<file path="config.mk">
export PLATFORM = sky130hd
export DESIGN_NAME = mcf_timing_flag_ctl
export DESIGN_NICKNAME = d
export VERILOG_FILES = /design/src/mcf_pkg.sv /design/src/mcf_timing_flag_ctl.sv
export SDC_FILE = /design/constraint.sdc
export NUM_CORES = 1
export LEC_CHECK = 0
export ABC_CLOCK_PERIOD_IN_PS = 1950
export BUFFER_PORTS_ARGS = -buffer_cell sky130_fd_sc_hd__buf_2
export CORE_AREA = 3 3 125 127
export DETAILED_ROUTE_END_ITERATION = 16
export DIE_AREA = 0 0 128 130
export HOLD_SLACK_MARGIN = 0.15
export PLACE_DENSITY = 0.67
export SYNTH_ARGS = -nofsm -noshare
export SYNTH_HDL_FRONTEND = slang
export SYNTH_SLANG_ARGS = --single-unit
export TNS_END_PERCENT = 1
</file>
<file path="constraint.sdc">
create_clock -name sys_clk -period 1.95 [get_ports sys_clk]
set_input_delay 0.195 -clock sys_clk [delete_from_list [all_inputs] [get_ports sys_clk]]
set_output_delay 0.195 -clock sys_clk [all_outputs]
set_load 0.02 [all_outputs]
</file>
<file path="src/mcf_pkg.sv">
// Constants, register map and types for the microcycle timing and flag control block
package mcf_pkg;

    // Master clock timing
    localparam int MCLK_PERIOD_NS  = 175;
    localparam int SYS_CLK_NS      = 20;
    localparam int MCLK_HALF_CYC   = (MCLK_PERIOD_NS / 2) / SYS_CLK_NS;
    localparam int MCLK_CNT_W      = 3;
    localparam logic [MCLK_CNT_W-1:0] MCLK_HALF_LAST = MCLK_CNT_W'(MCLK_HALF_CYC - 1);

    // Ring counter
    localparam int              RING_W     = 8;
    localparam logic [RING_W-1:0] RING_CLEAR = 8'h00;
    localparam logic [RING_W-1:0] RING_FIRST = 8'h01;
    localparam int T1_POS = 0;
    localparam int T2_POS = 1;
    localparam int T3_POS = 2;
    localparam int T4_POS = 3;
    localparam int T5_POS = 4;
    localparam int T6_POS = 5;
    localparam int T7_POS = 6;
    localparam int T8_POS = 7;

    // Instruction layout and flag opcodes
    localparam logic [4:0] SET_FLAG_OPC   = 5'h05;
    localparam logic [4:0] PULSE_FLAG_OPC = 5'h07;
    localparam int         OPC_MSB        = 7;
    localparam int         OPC_LSB        = 3;
    localparam int         FC_MSB         = 2;

    // Flag select codes
    localparam logic [2:0] FC_MICRO0  = 3'h0;
    localparam logic [2:0] FC_USER1   = 3'h1;
    localparam logic [2:0] FC_USER4   = 3'h4;
    localparam logic [2:0] FC_MICRO5  = 3'h5;
    localparam logic [2:0] FC_SELECT  = 3'h6;
    localparam logic [2:0] FC_INT_EN  = 3'h7;

    // Data-in pull-up level when strobe is inactive
    localparam logic [3:0] DIN_PULLUP = 4'hf;
    localparam logic [3:0] CMD_IDLE   = 4'h0;

    // APB register map (byte addresses)
    localparam logic [7:0] CTRL_OFS   = 8'h00;
    localparam logic [7:0] CMD_OFS    = 8'h04;
    localparam logic [7:0] STATUS_OFS = 8'h08;
    localparam logic [7:0] INSTR_OFS  = 8'h0c;

    // Control register fields
    localparam int CTRL_RUN_BIT  = 0;
    localparam logic CTRL_RUN_RST = 1'b1;

    // Status register fields
    localparam int STAT_RING_LSB = 0;
    localparam int STAT_FLAG_LSB = 8;
    localparam int STAT_JFA_LSB  = 16;

    // Command fields for the four odd intervals, in true (uncomplemented) form
    typedef struct packed {
        logic [3:0] t7Dest;
        logic [3:0] t5AluCtl;
        logic [3:0] t3BSel;
        logic [3:0] t1ASel;
    } mcf_cmd_t;

    localparam mcf_cmd_t CMD_RST = 16'h0000;

endpackage : mcf_pkg

</file>
<file path="src/mcf_timing_flag_ctl.sv">
// Microcycle ring timing, command multiplexer, instruction capture and control flags
// Functional notes
// - Set opcode 00101, pulse opcode 00111, fc low.
// - Set instruction drives selected flag set.
// - Pulse: set at T2, reset at T6.
// - Codes 1-4 user, 6 select, 7 interrupt enable.
// - Control flags separate from slice status flags.
// - Symmetrical master clock, also driven out.
// - Timebase gated by init and memory hold.
// - Eight one-hot intervals, one period each.
// - Init clears ring; pulses then advance it.
// - T1 follows T8 with no gap.
// - Derived T3T4, clocked T5, T8-to-T4 pulses.
// - Phase clocks come from odd intervals only.
// - Command bits complemented, zero in even intervals.
// - T1 low bits select A-bus register.
// - T1 top bit is stack enable.
// - T3 B-bus select plus A complement.
// - T5 carries ALU operation and controls.
// - T7 destination plus multiplexer source select.
// - Instruction byte captured during T7.
// - Strobe gates only low data bits at T7.
// - Jump/flag address driven from T1.
// - Flag enable low at T2 set, T6 reset.
`timescale 1ns/1ns

module mcf_timing_flag_ctl
    import mcf_pkg::*;
(
    input  wire logic        sys_clk,
    input  wire logic        reset_n,
    input  wire logic        clkEn,
    // Card pins
    input  wire logic        initN,
    input  wire logic        timebaseHoldN,
    input  wire logic        memAccess,
    input  wire logic [7:0]  dataOut,
    input  wire logic        dataInStrobeN,
    // APB slave
    input  wire logic        psel,
    input  wire logic        penable,
    input  wire logic        pwrite,
    input  wire logic [7:0]  paddr,
    input  wire logic [31:0] pwdata,
    output logic      [31:0] prdata,
    output logic             pready,
    output logic             pslverr,
    // Timing outputs
    output logic             timebaseOut,
    output logic [7:0]       intervals,
    output logic [3:0]       phaseClocks,
    output logic             pulseT3T4,
    output logic             gatedT5Pulse,
    output logic             pulseT8ToT4,
    // Command bus and sequencer outputs
    output logic [3:0]       commandN,
    output logic [3:0]       jumpFlagAddr,
    output logic             flagEnableN,
    output logic [3:0]       userFlags,
    output logic             selectFlag,
    output logic             interruptEnableFlag
);

    // Decodes a flag instruction: returns 2'b01 set, 2'b10 pulse, else zero
    function automatic logic [1:0] flagOpKind(input logic [7:0] instr);
        logic [4:0] opc;
        opc = instr[OPC_MSB:OPC_LSB];
        flagOpKind = {opc == PULSE_FLAG_OPC, opc == SET_FLAG_OPC};
    endfunction : flagOpKind

    // Maps a flag select code onto the one-hot flag vector
    function automatic logic [7:0] flagDecode(input logic [2:0] code);
        flagDecode = 8'h01 << code;
    endfunction : flagDecode

    logic [1:0]   initSync_r;
    logic [1:0]   holdSync_r;
    logic [1:0]   strobeSync_r;
    logic [7:0]   doutMeta_r;
    logic [7:0]   doutSync_r;
    logic         ctrlRun_r;
    mcf_cmd_t     cmdFields_r;
    logic [MCLK_CNT_W-1:0] mclkCnt_r;
    logic         mclk_r;
    logic         mclkNxt;
    logic         mclkRise;
    logic         gateOpen;
    logic         advance;
    logic [7:0]   ring_r;
    logic [7:0]   ringNxt;
    logic [7:0]   instr_r;
    logic [7:0]   flagState_r;
    logic [3:0]   seqDataLow;
    logic [1:0]   curOp;
    logic         apbAccess;

    // Two-stage synchronisers for card pins other than memAccess
    always_ff @(posedge sys_clk or negedge reset_n) begin
        if (!reset_n) begin
            initSync_r   <= 2'b00;
            holdSync_r   <= 2'b11;
            strobeSync_r <= 2'b11;
            doutMeta_r   <= 8'h00;
            doutSync_r   <= 8'h00;
        end else if (clkEn) begin
            initSync_r   <= {initSync_r[0], initN};
            holdSync_r   <= {holdSync_r[0], timebaseHoldN};
            strobeSync_r <= {strobeSync_r[0], dataInStrobeN};
            doutMeta_r   <= dataOut;
            doutSync_r   <= doutMeta_r;
        end
    end

    // APB slave, one wait state: pready is high in the second access cycle
    assign apbAccess = psel && penable && pready;

    always_ff @(posedge sys_clk or negedge reset_n) begin
        if (!reset_n) begin
            pready  <= 1'b0;
            pslverr <= 1'b0;
            prdata  <= 32'h0000_0000;
        end else if (clkEn) begin
            pready  <= psel && penable && !pready;
            pslverr <= 1'b0;
            prdata  <= 32'h0000_0000;
            if (psel && penable && !pready) begin
                unique case (paddr)
                    CTRL_OFS:   prdata <= pwrite ? 32'h0 : {31'h0, ctrlRun_r};
                    CMD_OFS:    prdata <= pwrite ? 32'h0 : {16'h0, cmdFields_r};
                    STATUS_OFS: prdata <= pwrite ? 32'h0 :
                                    {12'h0, jumpFlagAddr, flagState_r, ring_r};
                    INSTR_OFS:  prdata <= pwrite ? 32'h0 : {24'h0, instr_r};
                    default:    pslverr <= 1'b1;
                endcase
            end
        end
    end

    // Software-owned run enable and command fields
    always_ff @(posedge sys_clk or negedge reset_n) begin
        if (!reset_n) begin
            ctrlRun_r   <= CTRL_RUN_RST;
            cmdFields_r <= CMD_RST;
        end else if (clkEn && apbAccess && pwrite) begin
            if (paddr == CTRL_OFS)
                ctrlRun_r <= pwdata[CTRL_RUN_BIT];
            if (paddr == CMD_OFS)
                cmdFields_r <= mcf_cmd_t'(pwdata[15:0]);
        end
    end

    // Symmetrical master clock from a half-period divider; it runs free
    always_ff @(posedge sys_clk or negedge reset_n) begin
        if (!reset_n) begin
            mclkCnt_r <= '0;
            mclk_r    <= 1'b0;
        end else if (clkEn) begin
            mclkCnt_r <= (mclkCnt_r == MCLK_HALF_LAST) ? '0 : mclkCnt_r + 1'b1;
            mclk_r    <= mclkNxt;
        end
    end

    assign mclkNxt  = (mclkCnt_r == MCLK_HALF_LAST) ? !mclk_r : mclk_r;
    assign mclkRise = (mclkCnt_r == MCLK_HALF_LAST) && !mclk_r;

    // Gating stops the ring while init is low or hold is low in a memory cycle
    assign gateOpen = initSync_r[1] && !(!holdSync_r[1] && memAccess) && ctrlRun_r;
    assign advance  = clkEn && mclkRise && gateOpen;

    always_comb begin
        ringNxt = ring_r;
        if (!initSync_r[1])
            ringNxt = RING_CLEAR;
        else if (advance)
            ringNxt = (ring_r == RING_CLEAR) ? RING_FIRST
                                             : {ring_r[6:0], ring_r[7]};
    end

    // Ring only moves on advance or an init clear, so a hold freezes it
    always_ff @(posedge sys_clk or negedge reset_n) begin
        if (!reset_n)
            ring_r <= RING_CLEAR;
        else if (clkEn)
            ring_r <= ringNxt;
    end

    // Registered timing outputs follow the next ring value and the next master clock value
    always_ff @(posedge sys_clk or negedge reset_n) begin
        if (!reset_n) begin
            timebaseOut  <= 1'b0;
            intervals    <= RING_CLEAR;
            phaseClocks  <= 4'h0;
            pulseT3T4    <= 1'b0;
            gatedT5Pulse <= 1'b0;
            pulseT8ToT4  <= 1'b0;
        end else if (clkEn) begin
            timebaseOut  <= mclkNxt;
            intervals    <= ringNxt;
            phaseClocks  <= {ringNxt[T7_POS], ringNxt[T5_POS],
                             ringNxt[T3_POS], ringNxt[T1_POS]};
            pulseT3T4    <= ringNxt[T3_POS] || ringNxt[T4_POS];
            gatedT5Pulse <= mclkNxt && ringNxt[T5_POS];
            pulseT8ToT4  <= ringNxt[T8_POS] || ringNxt[T1_POS] || ringNxt[T2_POS]
                         || ringNxt[T3_POS] || ringNxt[T4_POS];
        end
    end

    // Complemented command bits per odd interval, zero in even ones
    always_ff @(posedge sys_clk or negedge reset_n) begin
        if (!reset_n)
            commandN <= CMD_IDLE;
        else if (clkEn) begin
            unique case (1'b1)
                ringNxt[T1_POS]: commandN <= ~cmdFields_r.t1ASel;
                ringNxt[T3_POS]: commandN <= ~cmdFields_r.t3BSel;
                ringNxt[T5_POS]: commandN <= ~cmdFields_r.t5AluCtl;
                ringNxt[T7_POS]: commandN <= ~cmdFields_r.t7Dest;
                default:         commandN <= CMD_IDLE;
            endcase
        end
    end

    // Strobe gates only the low nibble; pull-ups read ones otherwise
    assign seqDataLow = !strobeSync_r[1] ? doutSync_r[3:0] : DIN_PULLUP;

    // Capture on the edge that ends T7
    always_ff @(posedge sys_clk or negedge reset_n) begin
        if (!reset_n)
            instr_r <= 8'h00;
        else if (advance && ring_r[T7_POS])
            instr_r <= {doutSync_r[7:4], seqDataLow};
    end

    assign curOp = flagOpKind(instr_r);

    // Jump/flag address presented from T1 and held for the microcycle
    always_ff @(posedge sys_clk or negedge reset_n) begin
        if (!reset_n)
            jumpFlagAddr <= 4'h0;
        else if (advance && ringNxt[T1_POS])
            jumpFlagAddr <= {1'b0, instr_r[FC_MSB:0]};
    end

    // Flag enable low through T2 for set, through T6 for pulse reset
    always_ff @(posedge sys_clk or negedge reset_n) begin
        if (!reset_n)
            flagEnableN <= 1'b1;
        else if (clkEn)
            flagEnableN <= !((ringNxt[T2_POS] && curOp != 2'b00)
                          || (ringNxt[T6_POS] && curOp[1]));
    end

    // Control flags live here only, apart from the slice status flags
    always_ff @(posedge sys_clk or negedge reset_n) begin
        if (!reset_n)
            flagState_r <= 8'h00;
        else if (clkEn) begin
            if (!initSync_r[1])
                flagState_r <= 8'h00;
            else if (advance && ringNxt[T2_POS] && curOp != 2'b00)
                flagState_r <= flagState_r | flagDecode(jumpFlagAddr[2:0]);
            else if (advance && ringNxt[T6_POS] && curOp[1])
                flagState_r <= flagState_r & ~flagDecode(jumpFlagAddr[2:0]);
        end
    end

    // Codes 0 and 5 belong to the microprogram and have no pin here
    always_ff @(posedge sys_clk or negedge reset_n) begin
        if (!reset_n) begin
            userFlags           <= 4'h0;
            selectFlag          <= 1'b0;
            interruptEnableFlag <= 1'b0;
        end else if (clkEn) begin
            userFlags           <= flagState_r[FC_USER4:FC_USER1];
            selectFlag          <= flagState_r[FC_SELECT];
            interruptEnableFlag <= flagState_r[FC_INT_EN];
        end
    end

    a_ring_onehot: assert property (@(posedge sys_clk) disable iff (!reset_n)
        ring_r != RING_CLEAR |-> $onehot(ring_r))
        else $error("ring counter not one-hot");

    a_ring_wrap: assert property (@(posedge sys_clk) disable iff (!reset_n)
        advance && ring_r[T8_POS] && initSync_r[1] |=> ring_r == RING_FIRST)
        else $error("T1 did not follow T8");

    a_init_clear: assert property (@(posedge sys_clk) disable iff (!reset_n)
        clkEn && !initSync_r[1] |=> ring_r == RING_CLEAR && flagState_r == 8'h00)
        else $error("init did not clear ring and flags");

    a_cmd_even_zero: assert property (@(posedge sys_clk) disable iff (!reset_n)
        !(intervals[T1_POS] || intervals[T3_POS] || intervals[T5_POS]
          || intervals[T7_POS]) |-> commandN == CMD_IDLE)
        else $error("command bits not zero in even interval");

    a_hold_freeze: assert property (@(posedge sys_clk) disable iff (!reset_n)
        clkEn && initSync_r[1] && !holdSync_r[1] && memAccess |=> $stable(ring_r))
        else $error("ring moved during hold");

    a_flag_enable_time: assert property (@(posedge sys_clk) disable iff (!reset_n)
        !flagEnableN |-> intervals[T2_POS] || intervals[T6_POS])
        else $error("flag enable outside T2 or T6");

    a_t34_pulse: assert property (@(posedge sys_clk) disable iff (!reset_n)
        pulseT3T4 == (intervals[T3_POS] || intervals[T4_POS]))
        else $error("T3T4 pulse mismatch");

    a_pulse_reset: assert property (@(posedge sys_clk) disable iff (!reset_n)
        advance && ringNxt[T6_POS] && curOp == 2'b10 && initSync_r[1]
        |=> !flagState_r[jumpFlagAddr[2:0]])
        else $error("pulsed flag not reset at T6");

    a_phase_odd: assert property (@(posedge sys_clk) disable iff (!reset_n)
        phaseClocks != 4'h0 |-> !(intervals[T2_POS] || intervals[T4_POS]
                                  || intervals[T6_POS] || intervals[T8_POS]))
        else $error("phase clock active in even interval");

endmodule : mcf_timing_flag_ctl

</file>
==> metrics.txt, run 1 <==
Critical Path Fanout Max 5; fin crit period approximately 2 ns; Slew Viols, Final 0; GRT Total Usage 0.170; startpoint types register; most frequent CP cell buf_6; endpoints failing setup 2; I/O Pins 123; TritonCTS clock tree done; Core Rows 44; CP max stage delay 0.35 ns; Sink Count 105; CP Capture Point commandN[0]; Final Skew 0.00785 ns; EDFF count, synth 0; Most used DFF post-synth dfrtp_1; DRT Wirelength 13,900 um; largest net degree at the start of global routing 38; clk_lat worst skew 0.35 ns; CP Class reg2reg; Reg2Reg Depth 9; layout cells sized above 1 0.424; routed length per placed instance 18.3 um; Fin Hold WS 0.205 ns; CP endpoint kind register; area leader, netlist dfrtp_1; asr flop ratio synth 1.00; chip height 130 um; max frequency slightly above 0.5 GHz; via density per instance 5.22; ranking of synthesized cells by area dfrtp_1 50%, mux2_2 13%, o2bb2ai_1 3.3%; n_diodes 0; placed cell count 707; P_leak around 3 nW; number of port buffers 92; Cell Area, Synth 0.00498 sq mm; Worst Path Arrival 2.19 ns; pwr/cell area 734 mW/mm^2; Horiz. Die Dim 128 um; drt drc 0; status finished with violations; Final period util 1.02; Power Total 0.00484 W; Reg2Reg Launch Point mclkCnt_r[0]; final weighted congestion in routability-driven placement 0.886; WP data required 2.16 ns; syn avg cell area 11.8 sq um; Synthesis Warnings 0; VDD IR max 0.421 mV; Post-Route Utilization 0.453; core area 0.0145 sq mm; area share of the largest cell type after synthesis 0.498; Initial Util 0.342; measured slew at the worst slew-check pin between 0.8 and 0.9 ns; vias in the first global route 3,902; Area after DPL 0.00582 sq mm; Area Growth Syn to Fin 32.4%; setup ws final -0.0332 ns; Final Instance Count excl. Fillers 757; Syn Inst Count 420; Fin. Hold Viols 0; design area 0.00659 sq mm; worst r2r dst commandN[0]; post-DP HPWL 10,100 um; initial antenna violation count 0; deepest clock path buffer count 2; register area share after synthesis 0.530; highest-delay cell along the critical path dfrtp_1; reg2reg setup slack -0.03 ns; Rel. slew slack 0.435; Via Count roughly 4k; RSZ-0062 raised after global routing yes; Hold Path Class in2reg; Worst-path clk slew 0.08 ns; grt ovf 0; first-iteration detailed-routing DRC count 446; Root Buffer clkbuf_16; Max-Cap Viols 0; CP Launch Point mclkCnt_r[0]; 1st-pass router iterations 5; Post-DRT Antenna Nets 0; violated checks negative setup slack; filler instances about 1.4k; FF+latch count, synth ~110; post-synthesis cell type count 58; first-pass GRT wire length 21,800 um; CTS HTree Levels 3; final net count 628; total CTS buffers 9; CP cell instances ha_2, nor2b_4, ha_4, buf_6, nand4_4, nor2_4, buf_6, mux2i_4, a41oi_2; DIE AREA 0.0166 sq mm
-- registers in the layout, indices dropped and copies added, names as in the netlist, 4 cells and up --
name,count
prdata,19
cmdFields_r,16
doutMeta_r,8
doutSync_r,8
flagState_r,8
instr_r,8
intervals,8
commandN,4
userFlags,4
-- layout make-up --
class	count	area, sq um	share of cell area
Sequential cell	105	2640	0.400
Multi-Input combinational cell	269	2200	0.335
Timing Repair Buffer	169	1170	0.177
Tap cell	184	230	0.0349
Clock buffer	9	225	0.0342
Clock inverter	7	75.1	0.0114
Inverter	14	52.6	0.00797
-- kinds of logic after synthesis --
group / Yosys count / share of synthesized area
compound gates: 112 / 0.170
fa+ha+maj: 2 / 0.00503
buf+inv: 59 / 0.0636
flops: 105 / 0.530
mux: 62 / 0.141
other cells: 1 / 0.000754
simple gates: 79 / 0.0898
-- cell usage after synthesis, types with 2 or more instances --
cell	number
dfrtp_1	99
mux2_2	56
buf_4	19
o2bb2ai_1	19
nand2_1	17
o21ai_0	17
clkbuf_1	16
a22oi_1	15
nor2_1	15
inv_1	13
nand3_1	10
a22o_1	9
o22ai_1	9
nor2b_1	7
o211ai_1	7
a21o_1	6
a21oi_1	6
dfstp_2	6
mux2i_1	5
nand2b_1	5
a41oi_1	4
and2_1	4
buf_1	4
buf_2	4
nor3_1	4
a21boi_0	3
a32o_1	3
o21bai_1	3
and3_1	2
ha_1	2
nand4_1	2
nor3b_1	2
o31ai_1	2
-- what timing repair did --
| action | 4_1_cts | 5_1_grt |
|---|---|---|
| hold buffers | 28 | 0 |
| endpoints found under the hold margin | 60 | 0 |
| resized for setup | 23 | 10 |
| buffers inserted | 3 | 3 |
| pin swaps | 6 | 13 |
| setup endpoints to repair | 26 | 34 |
-- cell usage in the layout (no fill, tap or decap), types with 4 or more instances in the layout --
cell           instances
dfrtp_1               99
buf_2                 91
mux2_2                56
buf_4                 42
dlygate4sd3_1         28
o2bb2ai_1             19
nand2_1               16
a22oi_1               15
nor2_1                15
o21ai_0               15
conb_1                14
inv_1                 13
a22o_1                 9
nand3_1                9
o22ai_1                9
clkbuf_16              9
o211ai_1               7
nor2b_1                6
a21o_1                 6
dfstp_2                6
nand2b_1               5
buf_6                  5
a21oi_1                4
and2_1                 4
-- worst max-delay path: cells and delay by family (launching register included) --
family	cells	cell delay, ns
AO/OA/AOI/OAI	1	0.14
adder cells (fa/ha/maj)	2	0.33
buffers and inverters	2	0.25
flip-flops	1	0.35
multiplexers	1	0.26
AND/OR/NAND/NOR	3	0.50
-- routing by layer --
layer | global-route usage | share of wire | wire (um) | vias up
li1 | - | - | - | 1813
met1 | 0.235 | 0.46 | 6360 | 1966
met2 | 0.272 | 0.47 | 6450 | 157
met3 | 0.0364 | 0.063 | 870 | 15
met4 | 0.0424 | 0.013 | 182 | 0
met5 | 0 | 0 | 0 | -
-- through the flow --
stage | setup slack [ns] | setup TNS [ns]
floorplan | 0.00507 | 0
global placement | -0.308 | -1.95
detailed placement | -0.195 | -2.17
CTS | -0.00359 | -0.00537
global route | -0.141 | -1.97
finish | -0.0332 | -0.0408
-- worst min path at each step --
stage	startpoint	to	slack [ns]	cells past startpoint
after global routing	clkEn	pslverr	0.22	3
after floorplan	reset_n	cmdFields_r[0]	-0.10	0
after global placement	reset_n	pready	0.17	1
after detailed placement	reset_n	pready	0.18	1
after CTS	clkEn	pslverr	0.19	3
final	clkEn	pslverr	0.21	3
-- where the power goes --
part / switching, W / total [W] / internal, W / leakage, nW
clock network: 0.000884 / 0.00179 / 0.000909 / 0.144
logic: 0.000342 / 0.000694 / 0.000352 / 1.54
registers: 0.0000659 / 0.00235 / 0.00229 / 1.39
total: 0.00129 / 0.00484 / 0.00355 / 3.07
Note: power is estimated with default switching activity, not from simulation.
==> inputs of run 2 (changes only) <==
--- a/config.mk
+++ b/config.mk
@@ -6,7 +6,7 @@
 export NUM_CORES = 1
 export LEC_CHECK = 0
 export ABC_CLOCK_PERIOD_IN_PS = 1950
-export BUFFER_PORTS_ARGS = -buffer_cell sky130_fd_sc_hd__buf_2
+export BUFFER_PORTS_ARGS = -buffer_cell sky130_fd_sc_hd__clkbuf_2
 export CORE_AREA = 3 3 125 127
 export DETAILED_ROUTE_END_ITERATION = 16
 export DIE_AREA = 0 0 128 130
==> run 2 against run 1 <==
The flow still finishes with violations (negative setup slack). Clock power down 7%. Sequential share of layout area up 0.28 points. Critical path depth shrank 1. Highest routed layer unchanged.
==> metrics.txt, run 2 (synthesized netlist as in run 1, its figures left out) <==
status finished with violations (unchanged); violated checks negative setup slack (unchanged); core area 0.0145 sq mm (unchanged); number of port buffers 92 (unchanged); Horiz. Die Dim 128 um (unchanged); P_leak 3.03 nW (was 3.07 nW); WP data required 2.17 ns (was 2.16 ns); RSZ-0062 raised after global routing yes (unchanged); Buf+Inv Stages, Crit Path 1 (was 2); Final Skew 0.00759 ns (was 0.00785 ns); fin crit period 1.96 ns (was 1.98 ns); post-DP HPWL 10,300 um (was 10,100 um); CP endpoint kind register (unchanged); Fin Hold WS 0.294 ns (was 0.205 ns); VDD IR max 0.499 mV (was 0.421 mV); highest-delay cell along the critical path dfrtp_1 (unchanged); pwr/cell area 714 mW/mm^2 (was 734 mW/mm^2); largest registers prdata (19), cmdFields_r (16) (unchanged); Area after DPL 0.00582 sq mm (about the same); initial antenna violation count 0 (unchanged); drt drc 0 (unchanged); Switch Pwr 0.00120 W (was 0.00129 W); total CTS buffers 9 (unchanged); most frequent cells in the layout 99 x dfrtp_1, 91 x clkbuf_2, 54 x mux2_2 (was 99 x dfrtp_1, 91 x buf_2, 56 x mux2_2); Root Buffer clkbuf_16 (unchanged); max frequency 0.511 GHz (was 0.504 GHz); most common cell after layout, fill and taps aside dfrtp_1 (unchanged); largest register by flop count prdata (unchanged); Sink Count 105 (unchanged); GRT Total Usage 0.171 (was 0.170); Post-DRT Antenna Nets 0 (unchanged); Crit path max-delay family simple AND/OR/NAND/NOR gates (unchanged); Worst-path clk slew 0.07 ns (was 0.08 ns); Area Growth Syn to Fin 31.5% (was 32.4%); final net count 628 (unchanged); Internal Power 0.00347 W (was 0.00355 W); grt ovf 0 (unchanged); deepest clock path buffer count 2 (unchanged); via density per instance 5.13 (was 5.22); CTS HTree Levels 3 (unchanged); max FFs per register 19 (unchanged); measured slew at the worst slew-check pin 0.637 ns (was 0.846 ns); Rel. slew slack 0.575 (was 0.435); layout cells sized above 1 0.422 (was 0.424); startpoint types register (unchanged); Final period util 1.00 (was 1.02); 1st-pass router iterations 4 (was 5); Core Rows 44 (unchanged); pre-CTS worst setup slack -0.309 ns (was -0.195 ns); Critical Path Fanout Max 5 (unchanged); DIE AREA 0.0166 sq mm (unchanged); Via Count 3,887 (was 3,951); Hold Path Class in2reg (unchanged); vias in the first global route 4,001 (was 3,902); Fin. Hold Viols 0 (unchanged); Clock power frac 0.357 (was 0.371); endpoints failing setup 1 (was 2); first-iteration detailed-routing DRC count 278 (was 446); CP max stage delay 0.35 ns (about the same); n_diodes 0 (unchanged); CP Class reg2reg (unchanged); I/O Pins 123 (unchanged); Worst Path Arrival 2.18 ns (was 2.19 ns); final weighted congestion in routability-driven placement 0.892 (was 0.886); Sw Ratio 0.256 (was 0.267); Initial Util 0.342 (unchanged); setup ws final -0.00752 ns (was -0.0332 ns); chip height 130 um (unchanged); clk_lat worst skew 0.36 ns (was 0.35 ns); DRT Wirelength 13,900 um (about the same); CP cell instances ha_2, nor2b_4, ha_4, nand4_4, nor2_4, buf_6, mux2i_2, a41oi_2 (was ha_2, nor2b_4, ha_4, buf_6, nand4_4, nor2_4, buf_6, mux2i_4, a41oi_2); largest net degree at the start of global routing 50 (was 38); design area 0.00655 sq mm (was 0.00659 sq mm); Flop pwr share 0.504 (was 0.486); TritonCTS clock tree done (unchanged); Power Total 0.00467 W (was 0.00484 W); routed length per placed instance 18.3 um (about the same); Comb pwr share 0.139 (was 0.143); Slew Viols, Final 0 (unchanged); Max-Cap Viols 0 (unchanged); first-pass GRT wire length 21,900 um (was 21,800 um)
## run 2: path summary, 6_finish.rpt
kind / from / slack [ns] / end / cells after the start
max in group asynchronous: reset_n / 0.84 / flagEnableN / 3
worst max register to register: mclkCnt_r[0] / -0.008 / commandN[3] / 8
worst min-delay path: penable / 0.29 / pslverr / 4
min in group asynchronous: reset_n / 0.42 / pready / 2
worst min register to register: initSync_r[0] / 0.49 / initSync_r[1] / 2
worst max-delay path: mclkCnt_r[0] / -0.008 / commandN[3] / 8
## run 2: repair_timing
| action | in CTS | in global routing |
|---|---|---|
| hold buffers | 28 | 0 |
| resized for setup | 13 | 24 |
| setup buffers | 1 | 3 |
| pin swaps | 2 | 6 |
| endpoints found under the hold margin | 73 | 0 |
| setup endpoints to repair | 31 | 31 |
## run 2: layer usage
layer	part of all wire	wire, um	track usage	up-vias
met5	0	0	0	-
met4	0.012	168	0.0456	0
met3	0.062	855	0.0475	16
met2	0.47	6570	0.276	130
met1	0.45	6270	0.228	1923
li1	-	-	-	1818
## run 2: area by class of cell
type                            instances  area (sq um)
Multi-Input combinational cell        269          2210
Tap cell                              184           230
Clock inverter                          4          30.0
Fill cell                            1377          7990
Timing Repair Buffer                  169          1150
Clock buffer                           12           236
Inverter                               14          52.6
Sequential cell                       105          2640
## run 2: power groups by stage
stage          Sequential [W]  Clock, W  Combinational [W]
4_1_cts               0.00236   0.00171           0.000630
3_5_place_dp          0.00240         0           0.000528
3_3_place_gp          0.00239         0           0.000512
6_report              0.00236   0.00167           0.000649
5_1_grt               0.00237   0.00181           0.000721
2_1_floorplan         0.00240         0           0.000314
## run 2: through the flow
| stage | TNS (ns) | std cells | util |
|---|---|---|---|
| floorplan | 0 | 433 | - |
| global placement | -2.85 | 709 | 0.401 |
| detailed placement | -3.79 | 709 | 0.401 |
| CTS | -0.0152 | 754 | 0.443 |
| global route | -0.468 | 757 | 0.450 |
| finish | -0.00752 | 757 | 0.450 |
## run 2: worst min-delay path, delay by kind of cell
kind / cells / cell delay, ns
AO/OA/AOI/OAI: 1 / 0.06
buffers and inverters: 1 / 0.09
AND/OR/NAND/NOR: 2 / 0.27
